[src/hw/bsm_cfg.svh]
// Offsets, field positions, reset values and widths of the bridge window block.
`ifndef BSM_CFG_SVH
`define BSM_CFG_SVH

// ==========================================================================
// Register offsets (byte addresses on the 16-bit configuration port)
// ==========================================================================
`define BSM_ADDR_W 8
`define BSM_OFF_SEC_STATUS 8'h1e
`define BSM_OFF_MEM_BASE 8'h20
`define BSM_OFF_MEM_LIMIT 8'h22
`define BSM_OFF_PF_BASE 8'h24
`define BSM_OFF_PF_LIMIT 8'h26
`define BSM_OFF_PF_BASE_UP_LO 8'h28
`define BSM_OFF_PF_BASE_UP_HI 8'h2a
`define BSM_OFF_PF_LIMIT_UP_LO 8'h2c
`define BSM_OFF_PF_LIMIT_UP_HI 8'h2e
`define BSM_OFF_BRIDGE_CTRL 8'h3e
`define BSM_OFF_IRQ_STATUS 8'h80
`define BSM_OFF_IRQ_MASK 8'h82

// ==========================================================================
// Field positions
// ==========================================================================
`define BSM_BIT_RX_SYS_ERR 14
`define BSM_BIT_PARITY_ERR 15
`define BSM_BIT_PF_CAP 0
`define BSM_BIT_SERR_EN 1
`define BSM_FLD_ADDR_HI 15
`define BSM_FLD_ADDR_LO 4
`define BSM_IRQ_W 2
`define BSM_IRQ_SYS_ERR 0
`define BSM_IRQ_PARITY 1

// ==========================================================================
// Reset values
// ==========================================================================
`define BSM_MEM_BASE_RST 12'hfff
`define BSM_MEM_LIMIT_RST 12'h000
`define BSM_PF_BASE_RST 12'hfff
`define BSM_PF_LIMIT_RST 12'h000
`define BSM_PF_CAP_RST 1'b1
`define BSM_PF_BASE_UP_RST 32'h0000000f
`define BSM_PF_LIMIT_UP_RST 32'h00000000

// ==========================================================================
// Window geometry: 1 MB granules, low 20 bits implied
// ==========================================================================
`define BSM_GRAIN_W 20
`define BSM_GRAIN_ONES 20'hfffff
`define BSM_GRAIN_ZERO 20'h00000

`endif

[src/hw/bsm_pkg.sv]
// Types shared by the bridge window block.
package bsm_pkg;

    // ======================================================================
    // Data types
    // ======================================================================
    typedef logic [15:0] bsm_word_t;
    typedef logic [11:0] bsm_field_t;
    typedef logic [63:0] bsm_addr_t;

    // Kind of memory transaction offered for a forwarding decision.
    typedef enum logic {
        BSM_TXN_NONPREF = 1'b0,
        BSM_TXN_PREF = 1'b1
    } bsm_txn_kind_t;

endpackage : bsm_pkg

[src/hw/bsm_win_if.sv]
// Interface carrying one window and the address tested against it.
`timescale 1ns/100ps
`default_nettype none

interface bsm_win_if;
    bsm_pkg::bsm_addr_t lo;
    bsm_pkg::bsm_addr_t hi;
    bsm_pkg::bsm_addr_t addr;
    logic hit;

    modport owner (output lo, output hi, output addr, input hit);
    modport cmp (input lo, input hi, input addr, output hit);
endinterface : bsm_win_if

`default_nettype wire

[src/hw/bsm_win_cmp.sv]
// Address window comparator shared by both memory windows.
`timescale 1ns/100ps
`default_nettype none

module bsm_win_cmp (
    // Window and address under test
    bsm_win_if.cmp win
);

    // ======================================================================
    // Comparison
    // ======================================================================
    // A base above the limit switches the window off rather than wrapping.
    wire win_open = (win.lo <= win.hi);
    wire not_below = (win.addr >= win.lo);
    wire not_above = (win.addr <= win.hi);

    assign win.hit = win_open && not_below && not_above;

endmodule : bsm_win_cmp

`default_nettype wire

[src/hw/bsm_bridge_window.sv]
// Secondary status flags and memory forwarding windows of a bridge header.
`timescale 1ns/100ps
`default_nettype none
`include "bsm_cfg.svh"

// How it works
// - error message with enable sets bit 14
// - enable clear never sets bit 14
// - poisoned packet always sets bit 15
// - status bits 8 to 13 read zero
// - memory base field, reset all ones
// - memory limit field, low bits ones
// - memory window decides non-prefetchable forwarding
// - lockable capability bit selects 32/64 bit
// - prefetch base field, reset all ones
// - prefetch window with upper halves decides forwarding
// - capability clear makes upper halves zero
// - prefetch limit field, low bits ones
module bsm_bridge_window (
    // Clock and reset
    input wire logic clock,
    input wire logic rst,
    // Register port
    input wire logic [`BSM_ADDR_W-1:0] reg_addr,
    input wire bsm_pkg::bsm_word_t reg_wdata,
    input wire logic reg_wr,
    input wire logic reg_rd,
    output logic [15:0] reg_rdata_r,
    // Lock of the capability setting
    input wire logic cap_lock,
    // Secondary side events, one-cycle pulses
    input wire logic sec_err_msg,
    input wire logic sec_poisoned,
    // Forwarding request and decision
    input wire logic txn_valid,
    input wire bsm_pkg::bsm_txn_kind_t txn_kind,
    input wire bsm_pkg::bsm_addr_t txn_addr,
    output logic fwd_valid_r,
    output logic fwd_hit_r,
    // Interrupt
    output logic irq_r
);

    // ======================================================================
    // Helper functions
    // ======================================================================
    // Lowest byte of a window from its upper half and 1 MB field.
    function automatic bsm_pkg::bsm_addr_t win_lo(
        input logic [31:0] up,
        input bsm_pkg::bsm_field_t fld
    );
        win_lo = {up, fld, `BSM_GRAIN_ZERO};
    endfunction : win_lo

    // Highest byte of a window; the low 20 bits are implied ones.
    function automatic bsm_pkg::bsm_addr_t win_hi(
        input logic [31:0] up,
        input bsm_pkg::bsm_field_t fld
    );
        win_hi = {up, fld, `BSM_GRAIN_ONES};
    endfunction : win_hi

    // Replace the low or high half of a 32-bit upper register.
    function automatic logic [31:0] put_half(
        input logic [31:0] old,
        input bsm_pkg::bsm_word_t val,
        input logic upper
    );
        put_half = upper ? {val, old[15:0]} : {old[31:16], val};
    endfunction : put_half

    // ======================================================================
    // Register state
    // ======================================================================
    logic rx_sys_err_r;
    logic rx_sys_err_nxt;
    logic parity_err_r;
    logic parity_err_nxt;
    bsm_pkg::bsm_field_t mem_base_r;
    bsm_pkg::bsm_field_t mem_limit_r;
    bsm_pkg::bsm_field_t pf_base_r;
    bsm_pkg::bsm_field_t pf_limit_r;
    logic pf_cap_r;
    logic [31:0] pf_base_up_r;
    logic [31:0] pf_limit_up_r;
    logic serr_en_r;
    logic [`BSM_IRQ_W-1:0] irq_status_r;
    logic [`BSM_IRQ_W-1:0] irq_status_nxt;
    logic [`BSM_IRQ_W-1:0] irq_mask_r;
    logic [`BSM_IRQ_W-1:0] irq_mask_nxt;

    // ======================================================================
    // Write decode
    // ======================================================================
    // One strobe per register so each flop block stays a single line.
    wire wr_sec_status = reg_wr && (reg_addr == `BSM_OFF_SEC_STATUS);
    wire wr_mem_base = reg_wr && (reg_addr == `BSM_OFF_MEM_BASE);
    wire wr_mem_limit = reg_wr && (reg_addr == `BSM_OFF_MEM_LIMIT);
    wire wr_pf_base = reg_wr && (reg_addr == `BSM_OFF_PF_BASE);
    wire wr_pf_limit = reg_wr && (reg_addr == `BSM_OFF_PF_LIMIT);
    wire wr_bup_lo = reg_wr && (reg_addr == `BSM_OFF_PF_BASE_UP_LO);
    wire wr_bup_hi = reg_wr && (reg_addr == `BSM_OFF_PF_BASE_UP_HI);
    wire wr_lup_lo = reg_wr && (reg_addr == `BSM_OFF_PF_LIMIT_UP_LO);
    wire wr_lup_hi = reg_wr && (reg_addr == `BSM_OFF_PF_LIMIT_UP_HI);
    wire wr_bridge_control = reg_wr && (reg_addr == `BSM_OFF_BRIDGE_CTRL);
    wire wr_irq_status = reg_wr && (reg_addr == `BSM_OFF_IRQ_STATUS);
    wire wr_irq_mask = reg_wr && (reg_addr == `BSM_OFF_IRQ_MASK);

    // The upper halves only accept writes in 64-bit mode.
    wire up_writable = pf_cap_r;
    wire wr_pf_base_up = (wr_bup_lo || wr_bup_hi) && up_writable;
    wire wr_pf_limit_up = (wr_lup_lo || wr_lup_hi) && up_writable;
    wire wr_cap = wr_pf_base && !cap_lock;

    wire bsm_pkg::bsm_field_t wr_field =
        reg_wdata[`BSM_FLD_ADDR_HI:`BSM_FLD_ADDR_LO];

    // ======================================================================
    // Status flag next values
    // ======================================================================
    // The enable gates only the setting of the flag; a flag already set
    // stays until software clears it, even if the enable drops.
    wire set_rx_sys_err = sec_err_msg && serr_en_r;
    wire set_parity_err = sec_poisoned;
    wire clr_rx_sys_err = wr_sec_status && reg_wdata[`BSM_BIT_RX_SYS_ERR];
    wire clr_parity_err = wr_sec_status && reg_wdata[`BSM_BIT_PARITY_ERR];

    // A set arriving with a write-one-to-clear wins, so no event is lost.
    assign rx_sys_err_nxt = set_rx_sys_err ||
        (rx_sys_err_r && !clr_rx_sys_err);
    assign parity_err_nxt = set_parity_err ||
        (parity_err_r && !clr_parity_err);

    // Interrupt status mirrors the two events with its own clear.
    wire [`BSM_IRQ_W-1:0] irq_events = {set_parity_err, set_rx_sys_err};
    wire [`BSM_IRQ_W-1:0] irq_clear =
        wr_irq_status ? reg_wdata[`BSM_IRQ_W-1:0] : '0;
    assign irq_status_nxt = irq_events | (irq_status_r & ~irq_clear);

    // Mask next value, so a new mask reaches the line at its own write.
    assign irq_mask_nxt = wr_irq_mask ? reg_wdata[`BSM_IRQ_W-1:0] :
        irq_mask_r;

    // ======================================================================
    // Status flags and interrupt
    // ======================================================================
    always_ff @(posedge clock or posedge rst) begin
        if (rst) begin
            rx_sys_err_r <= 1'b0;
            parity_err_r <= 1'b0;
            irq_status_r <= '0;
            irq_mask_r <= '0;
            irq_r <= 1'b0;
        end else begin
            rx_sys_err_r <= rx_sys_err_nxt;
            parity_err_r <= parity_err_nxt;
            irq_status_r <= irq_status_nxt;
            irq_mask_r <= irq_mask_nxt;
            // Uses next status and mask so the line never lags a cycle.
            irq_r <= |(irq_status_nxt & irq_mask_nxt);
        end
    end

    // ======================================================================
    // Window registers and bridge control
    // ======================================================================
    always_ff @(posedge clock or posedge rst) begin
        if (rst) begin
            mem_base_r <= `BSM_MEM_BASE_RST;
            mem_limit_r <= `BSM_MEM_LIMIT_RST;
            pf_base_r <= `BSM_PF_BASE_RST;
            pf_limit_r <= `BSM_PF_LIMIT_RST;
            pf_cap_r <= `BSM_PF_CAP_RST;
            serr_en_r <= 1'b0;
        end else begin
            if (wr_mem_base) begin
                mem_base_r <= wr_field;
            end
            if (wr_mem_limit) begin
                mem_limit_r <= wr_field;
            end
            if (wr_pf_base) begin
                pf_base_r <= wr_field;
            end
            if (wr_cap) begin
                pf_cap_r <= reg_wdata[`BSM_BIT_PF_CAP];
            end
            if (wr_pf_limit) begin
                pf_limit_r <= wr_field;
            end
            if (wr_bridge_control) begin
                serr_en_r <= reg_wdata[`BSM_BIT_SERR_EN];
            end
        end
    end

    // Upper halves of the prefetchable window, written 16 bits at a time.
    always_ff @(posedge clock or posedge rst) begin
        if (rst) begin
            pf_base_up_r <= `BSM_PF_BASE_UP_RST;
            pf_limit_up_r <= `BSM_PF_LIMIT_UP_RST;
        end else begin
            if (wr_pf_base_up) begin
                pf_base_up_r <= put_half(pf_base_up_r, reg_wdata, wr_bup_hi);
            end
            if (wr_pf_limit_up) begin
                pf_limit_up_r <= put_half(pf_limit_up_r, reg_wdata,
                    wr_lup_hi);
            end
        end
    end

    // ======================================================================
    // Read data
    // ======================================================================
    // In 32-bit mode the stored upper halves are kept but hidden, so that
    // switching back to 64-bit mode does not need them rewritten.
    wire [31:0] base_up_vis = pf_cap_r ? pf_base_up_r : 32'h00000000;
    wire [31:0] limit_up_vis = pf_cap_r ? pf_limit_up_r : 32'h00000000;

    // Bits 13:8 and 7:0 are never driven, so they read as zero.
    wire bsm_pkg::bsm_word_t sec_status_rd = {parity_err_r, rx_sys_err_r,
        14'h0000};
    wire bsm_pkg::bsm_word_t mem_base_rd = {mem_base_r, 4'h0};
    wire bsm_pkg::bsm_word_t mem_limit_rd = {mem_limit_r, 4'h0};
    wire bsm_pkg::bsm_word_t pf_base_rd = {pf_base_r, 3'h0,
        pf_cap_r};
    wire bsm_pkg::bsm_word_t pf_limit_rd = {pf_limit_r, 3'h0,
        pf_cap_r};
    wire bsm_pkg::bsm_word_t bridge_control_rd = {14'h0000, serr_en_r, 1'b0};
    wire bsm_pkg::bsm_word_t irq_status_rd = {14'h0000, irq_status_r};
    wire bsm_pkg::bsm_word_t irq_mask_rd = {14'h0000, irq_mask_r};

    bsm_pkg::bsm_word_t rd_mux;
    always_comb begin
        unique case (reg_addr)
            `BSM_OFF_SEC_STATUS: rd_mux = sec_status_rd;
            `BSM_OFF_MEM_BASE: rd_mux = mem_base_rd;
            `BSM_OFF_MEM_LIMIT: rd_mux = mem_limit_rd;
            `BSM_OFF_PF_BASE: rd_mux = pf_base_rd;
            `BSM_OFF_PF_LIMIT: rd_mux = pf_limit_rd;
            `BSM_OFF_PF_BASE_UP_LO: rd_mux = base_up_vis[15:0];
            `BSM_OFF_PF_BASE_UP_HI: rd_mux = base_up_vis[31:16];
            `BSM_OFF_PF_LIMIT_UP_LO: rd_mux = limit_up_vis[15:0];
            `BSM_OFF_PF_LIMIT_UP_HI: rd_mux = limit_up_vis[31:16];
            `BSM_OFF_BRIDGE_CTRL: rd_mux = bridge_control_rd;
            `BSM_OFF_IRQ_STATUS: rd_mux = irq_status_rd;
            `BSM_OFF_IRQ_MASK: rd_mux = irq_mask_rd;
            default: rd_mux = 16'h0000;
        endcase
    end

    // Read data stand only in the cycle after the strobe.
    always_ff @(posedge clock or posedge rst) begin
        if (rst) begin
            reg_rdata_r <= 16'h0000;
        end else begin
            reg_rdata_r <= reg_rd ? rd_mux : 16'h0000;
        end
    end

    // ======================================================================
    // Forwarding windows
    // ======================================================================
    bsm_win_if mem_win ();
    bsm_win_if pf_win ();

    // Non-prefetchable window lives below 4 GB.
    assign mem_win.lo = win_lo(32'h00000000, mem_base_r);
    assign mem_win.hi = win_hi(32'h00000000, mem_limit_r);
    assign mem_win.addr = txn_addr;

    // Prefetchable window; upper halves count as zero in 32-bit mode.
    assign pf_win.lo = win_lo(base_up_vis, pf_base_r);
    assign pf_win.hi = win_hi(limit_up_vis, pf_limit_r);
    assign pf_win.addr = txn_addr;

    bsm_win_cmp u_mem_cmp (
        .win(mem_win.cmp)
    );

    bsm_win_cmp u_pf_cmp (
        .win(pf_win.cmp)
    );

    wire sel_hit = (txn_kind == bsm_pkg::BSM_TXN_PREF) ?
        pf_win.hit : mem_win.hit;

    // Decision is registered: one cycle from request to answer.
    always_ff @(posedge clock or posedge rst) begin
        if (rst) begin
            fwd_valid_r <= 1'b0;
            fwd_hit_r <= 1'b0;
        end else begin
            fwd_valid_r <= txn_valid;
            fwd_hit_r <= txn_valid && sel_hit;
        end
    end

endmodule : bsm_bridge_window

`default_nettype wire

[config.mk]
export PLATFORM = sky130hd
export DESIGN_NAME = bsm_bridge_window
export DESIGN_NICKNAME = d
export VERILOG_FILES = /design/src/hw/bsm_pkg.sv /design/src/hw/bsm_win_if.sv /design/src/hw/bsm_win_cmp.sv /design/src/hw/bsm_bridge_window.sv
export VERILOG_INCLUDE_DIRS = /design/src /design/src/hw
export SDC_FILE = /design/constraint.sdc
export NUM_CORES = 1
export LEC_CHECK = 0
export BUFFER_PORTS_ARGS = -buffer_cell sky130_fd_sc_hd__buf_2
export CAP_MARGIN = 25
export CELL_PAD_IN_SITES_DETAIL_PLACEMENT = 1
export CELL_PAD_IN_SITES_GLOBAL_PLACEMENT = 2
export CORE_ASPECT_RATIO = 0.8
export CORE_UTILIZATION = 43
export CTS_BUF_LIST = sky130_fd_sc_hd__clkbuf_2 sky130_fd_sc_hd__clkbuf_4 sky130_fd_sc_hd__clkbuf_8
export CTS_CLUSTER_DIAMETER = 60
export DETAILED_ROUTE_END_ITERATION = 8
export GPL_ROUTABILITY_DRIVEN = 1
export PLACE_DENSITY = 0.95
export SLEW_MARGIN = 20
export SYNTH_ARGS = -nofsm -noshare
export SYNTH_HDL_FRONTEND = slang
export SYNTH_SLANG_ARGS = --single-unit
[constraint.sdc]
create_clock -name clock -period 12.6 [get_ports clock]
set_input_delay 1.89 -clock clock [delete_from_list [all_inputs] [get_ports clock]]
set_output_delay 1.89 -clock clock [all_outputs]
set_load 0.02 [all_outputs]
* Word-level counts from Yosys, hierarchy flattened *
Index checks and enable logic that the tools add are counted.

storage, ports and cells
  register bits after elaboration = 139
  input bits = 97
  output and inout port bits = 19
  logic and storage cells = 86

operators by class
  magnitude comparators = 6
  eq/ne operators = 12
  muxes and demuxes = 7
  bitwise gates (word level) = 6
  reduce and logical (&&, ||, !) cells = 37

operators by type and width
  kind                                                                   count
  16-bit case mux with 12 select lines                                   1
  64-bit <= comparator                                                   2
  8-bit by 6-bit equality test with 1-bit output, second input constant  9
  64-bit by 32-bit >= comparator with 1-bit output                       1
  64-bit >= comparator                                                   1
  64-bit by 32-bit <= comparator with 1-bit output                       1
  32-bit 2-to-1 mux                                                      2
  32-bit <= comparator                                                   1
  1-bit logical AND                                                      25
  8-bit equality test, second input constant                             2
  16-bit 2-to-1 mux                                                      1
  8-bit by 5-bit equality test with 1-bit output, second input constant  1
  2-bit AND reduction                                                    4
  2-bit bitwise AND                                                      2
  1-bit logical OR                                                       4
  2-bit 2-to-1 mux                                                       2
  1-bit logical NOT                                                      3
  1-bit inverter                                                         2
  2-bit inverter                                                         1
  2-bit bitwise OR                                                       1
  2-bit OR reduction                                                     1
  1-bit 2-to-1 mux                                                       1

* Longest topological paths before layout *
  depth after elaboration = 8
  mapped depth = 14
  depth with buffers taken out = 11

* Cells and area by module *
Synthesis repeated with hierarchy kept, for this count alone.

second synthesis, totals
  cells, all modules = 1783
  area, all modules = 16084.2 µm²

modules (own cells, without submodules)
  module             instances  cells each  area each (µm²)  sequential area each (µm²)
  bsm_win_cmp        2          612         4616.9           0.0
  bsm_bridge_window  1          559         6850.3           3514.6

* Worst setup path after synthesis *
OpenSTA, ideal clock, no wires.

  path kind = input -> register
  start point = input port txn_addr[61]
  end point = register fwd_hit_r
  library setup time = 64 ps
  data arrival time = 3766 ps
  data required time = 12536 ps
  slack = 8770 ps
  stages = 8
  path buffers = 0
  cell sequence = ha_1 > nand4_1 > or4_1 > or3_1 > nor2_1 > nand4_1 > a221oi_1 > a21bo_1

between the ends
  cells in the longest elaborated chain, start to end = 5
  elaborated cells on any way between the ends = 10
  classes of those cells = 4 x order compare; 1 x mux; 5 x reduce/logical

RTL lines
  element                                                                                   line                      source
  from (decl)                                                                               bsm_bridge_window.sv:37   input wire bsm_pkg::bsm_addr_t txn_addr,
  64-bit by 32-bit >= comparator with 1-bit output or 64-bit >= comparator (tied branches)  bsm_win_cmp.sv:15         wire not_below = (win.addr >= win.lo);
  1-bit logical AND (2 in series)                                                           bsm_win_cmp.sv:18         assign win.hit = win_open && not_below && not_above;
  1-bit 2-to-1 mux *                                                                        bsm_bridge_window.sv:286  wire sel_hit = (txn_kind == bsm_pkg::BSM_TXN_PREF) ?
  1-bit logical AND *                                                                       bsm_bridge_window.sv:296  fwd_hit_r <= txn_valid && sel_hit;
  to (signal assigned)                                                                      bsm_bridge_window.sv:296
  to (decl)                                                                                 bsm_bridge_window.sv:39   output logic fwd_hit_r,

Every way passes the cells marked *; elsewhere a longest branch is shown, timed or not.
A chain may end at the register's enable or synchronous reset.

* Worst setup path in the final report *
  start point = input port txn_addr[62]
  end point = register fwd_hit_r

The elaborated chain is that of the path after synthesis.

==> results.txt <==
----------------------------------------------------
[CTS]
  Clock tree from TritonCTS ... built
  Clock transition at the registers of the reported paths ... 0.09 ns
  Number of gates resized after cts ... 0
  Number of H-tree levels ... 4
  Worst-case clock buffer depth ... 2
  Root buffer cell ... sky130_fd_sc_hd__clkbuf_8
  Hold buffer count at CTS ... 0
  Worst skew pair latency ... 0.48 ns
  CTS sink count ... 139
  Buffers inserted by post-CTS timing repair ... 0
  Inserted Clock Buffers ... 17

[Pwr]
  Power Density ... 90.6 nW/um2
  Reported leakage power ... 0.00556 uW
  VDD IR max ... 0.0533 mV

[Yosys]
  Avg Cell Area, Syn ... 10.2 um2
  Total of flip-flops plus latches after synthesis ... 139
  Fraction of registers with async set/reset ... 1.00
  Sequential area share after synthesis ... 0.351
  Number of distinct library cells after synthesis ... 61
  Syn_nets ... 1,243
  Netlist area before placement ... 10,000 um2
  Post-synth top flop ... sky130_fd_sc_hd__dfrtp_1
  Warning count from the yosys run ... 0
  Number of enable flip-flop cells after synthesis ... 0
  Gate Count Post-Synth ... 980

[GRT]
  Initial antenna violation count ... 0
  All-layer global routing usage ... 0.293
  Vias in the first global route ... 9,186
  Pin count of the biggest net entering global routing ... 75
  Wire length of the first global-routing pass ... 53,300 um
  Global-route congestion overflow total ... 0

[Drt]
  Number of vias per cell ... 6.12
  Remaining number of nets flagged by the antenna check after routing ... 0
  Vias after detailed routing ... 8,665
  Number of iterations in the first detailed-routing pass ... 6
  DRC violation count after routing ... 0
  Routed length per placed instance ... 24.0 um
  Final wirelength ... 34,100 um
  Number of DRC markers in iteration 0 ... 744

[Cells and area]
  Fraction of layout cells with a size suffix above 1 ... 0.284
  Antenna cell count ... 0
  Filler cell count in the final layout ... 2,607
  Most frequent cells in the layout ... 166 x sky130_fd_sc_hd__ha_1, 116 x sky130_fd_sc_hd__mux2_2, 115 x sky130_fd_sc_hd__buf_2, 110 x sky130_fd_sc_hd__dfrtp_1, 103 x sky130_fd_sc_hd__nand2_1
  Commonest non-fill, non-tap cell in the layout ... sky130_fd_sc_hd__ha_1
  Layout Nets ... 1,361
  Area Overhead vs Synth ... 13.7%

[Timing]
  Final clock skew ... 0.0121 ns
  RSZ-0062 raised after global routing ... no
  Final-layout worst hold slack ... 0.512 ns
  Share of the cycle needed by the critical path after routing ... 0.302
  Post-route minimum period ... 3.80 ns
  Max-slew headroom at the worst pin ... 0.282
  Finish-stage setup viols ... 0
  Max-slew violation total from the final report ... 0
  Slew at the pin with the worst max-slew slack ... 1.08 ns
  Peak Freq ... 263 MHz
  Final hold violations ... 0
  Accumulated negative setup slack ... 0 ns

[Placement]
  Number of buffers inserted by port buffering ... 115
  Detailed placement HPWL ... 26,100 um
  Weighted congestion reported at the end of routability-driven placement ... 0.928

[Critical path]
  Critical path depth ... 9
  Endpoint type of the worst setup path ... register
  Max incr delay on CP ... 0.59 ns
  Crit-path max FO ... 3
  Data required time of the worst path ... 13.02 ns
  Category of the most critical setup path ... primary input to register
  Data arrival time of the worst path ... 4.22 ns
  Nature of the critical path startpoint ... primary input
  Worst-case reg-to-reg path depth ... 10
  Cell Chain, Critical Path ... buf_2 -> ha_1 -> nand4_1 -> or4_1 -> or3_1 -> nor2_1 -> nand4_1 -> a221oi_1 -> a21bo_1
  Reg-to-reg slack, setup ... 8.89 ns
  Destination of the worst register-to-register timing path ... fwd_hit_r
  Most repeated library cell on the critical path ... sky130_fd_sc_hd__nand4_1
  Family of cells with the greatest summed delay on the critical path ... simple AND/OR/NAND/NOR gates
  Count of buffering cells on the critical path with inverters included ... 1
  Reg-to-reg critical path startpoint ... pf_cap_r
  Master of the slowest instance on the critical path ... sky130_fd_sc_hd__or4_1

[Floorplanning]
  Initial Utilization ... 0.441
  Core area ... 22,700 um2
  Die footprint ... 23,900 um2
  Num rows ... 49
  Width of the die ... 173 um
  Top-Level Pins ... 116
  Height of the die ... 138 um

[Hold path]
  Class of the most critical hold timing path ... register to register
  Worst hold stages ... 1
  Startpoint of the tightest hold check path ... pf_base_up_r[5]
  Worst hold endpoint ... pf_base_up_r[5]

[Job]
  Count of max-cap constraint violations ... 0

[Status]
  Run status ... complete, no violations

----------------------------------------------------
==> power by group <==
group | switching [uW] | internal [uW]
clock network | 197 | 211
registers | 11.5 | 460
logic | 91.7 | 60.1
total | 300 | 732
==> cell families (layout without fill, tap and decap cells) <==
kind of cell,after synthesis,in the layout,share of synthesized area
multiplexers,116,116,0.130
buffers and inverters,115,246,0.0442
flip-flops,139,139,0.351
adder cells (fa/ha/maj),166,166,0.207
AND/OR/NAND/NOR,237,237,0.122
AO/OA/AOI/OAI,207,207,0.145
==> cell usage after synthesis, types with 4 or more instances <==
master	n	area (um2)
sky130_fd_sc_hd__nand2_1	103	387
sky130_fd_sc_hd__a31oi_1	15	93.8
sky130_fd_sc_hd__clkbuf_1	19	71.3
sky130_fd_sc_hd__a211oi_1	7	52.6
sky130_fd_sc_hd__a21oi_1	55	275
sky130_fd_sc_hd__o21ai_0	15	75.1
sky130_fd_sc_hd__buf_2	6	30.0
sky130_fd_sc_hd__nand3_1	19	95.1
sky130_fd_sc_hd__nand4_1	37	231
sky130_fd_sc_hd__a221oi_1	5	43.8
sky130_fd_sc_hd__dfstp_2	29	762
sky130_fd_sc_hd__a22oi_1	20	150
sky130_fd_sc_hd__inv_1	86	323
sky130_fd_sc_hd__nor2_1	19	71.3
sky130_fd_sc_hd__a22o_1	4	35.0
sky130_fd_sc_hd__nor3_1	9	45.0
sky130_fd_sc_hd__a21o_1	36	270
sky130_fd_sc_hd__ha_1	166	2080
sky130_fd_sc_hd__mux2_2	116	1310
sky130_fd_sc_hd__nor4_1	17	106
sky130_fd_sc_hd__a222oi_1	22	220
sky130_fd_sc_hd__nor2b_1	5	31.3
sky130_fd_sc_hd__dfrtp_1	110	2750
==> layout make-up <==
class / count / area [um2] / share of cell area
Clock buffer: 20 / 269 / 0.0236
Clock inverter: 12 / 161 / 0.0142
Inverter: 86 / 328 / 0.0288
Multi-Input combinational cell: 726 / 6060 / 0.532
Sequential cell: 139 / 3510 / 0.309
Tap cell: 306 / 383 / 0.0336
Timing Repair Buffer: 128 / 673 / 0.0591
==> layer usage <==
metal,GRT usage,share of wire,up-vias
met5,0,0,-
met4,0.101,0.027,0
met3,0.0561,0.062,52
met2,0.462,0.45,281
met1,0.403,0.46,4409
li1,-,-,3923
==> metrics by stage <==
step / instance area (um2) / total power (uW) / instances / worst slack, ns / util
after floorplan: 10000 / 558 / 980 / 7.03 / -
after global placement: 11000 / 619 / 1385 / 8.40 / 0.483
after detailed placement: 11000 / 628 / 1385 / 8.35 / 0.483
after CTS: 11400 / 1040 / 1417 / 8.86 / 0.502
after global routing: 11400 / 1070 / 1417 / 8.70 / 0.502
final: 11400 / 1030 / 1417 / 8.80 / 0.502
==> registers in the layout (all words and copies together) (netlist names) <==
signal,count
pf_base_up_r,32
pf_limit_up_r,32
reg_rdata_r,16
mem_base_r,12
mem_limit_r,12
pf_base_r,12
pf_limit_r,12
irq_mask_r,2
irq_status_r,2
fwd_hit_r,1
fwd_valid_r,1
irq_r,1
parity_err_r,1
pf_cap_r,1
rx_sys_err_r,1
serr_en_r,1
==> worst max-delay path by stage <==
| stage | start | to | slack [ns] |
|---|---|---|---|
| floorplan | rst | fwd_hit_r | 7.03 |
| global placement | txn_addr[61] | fwd_hit_r | 8.40 |
| detailed placement | txn_addr[62] | fwd_hit_r | 8.35 |
| CTS | txn_addr[62] | fwd_hit_r | 8.86 |
| global route | pf_cap_r | fwd_hit_r | 8.70 |
| finish | txn_addr[62] | fwd_hit_r | 8.80 |
Note: power is estimated with default switching activity, not from simulation.
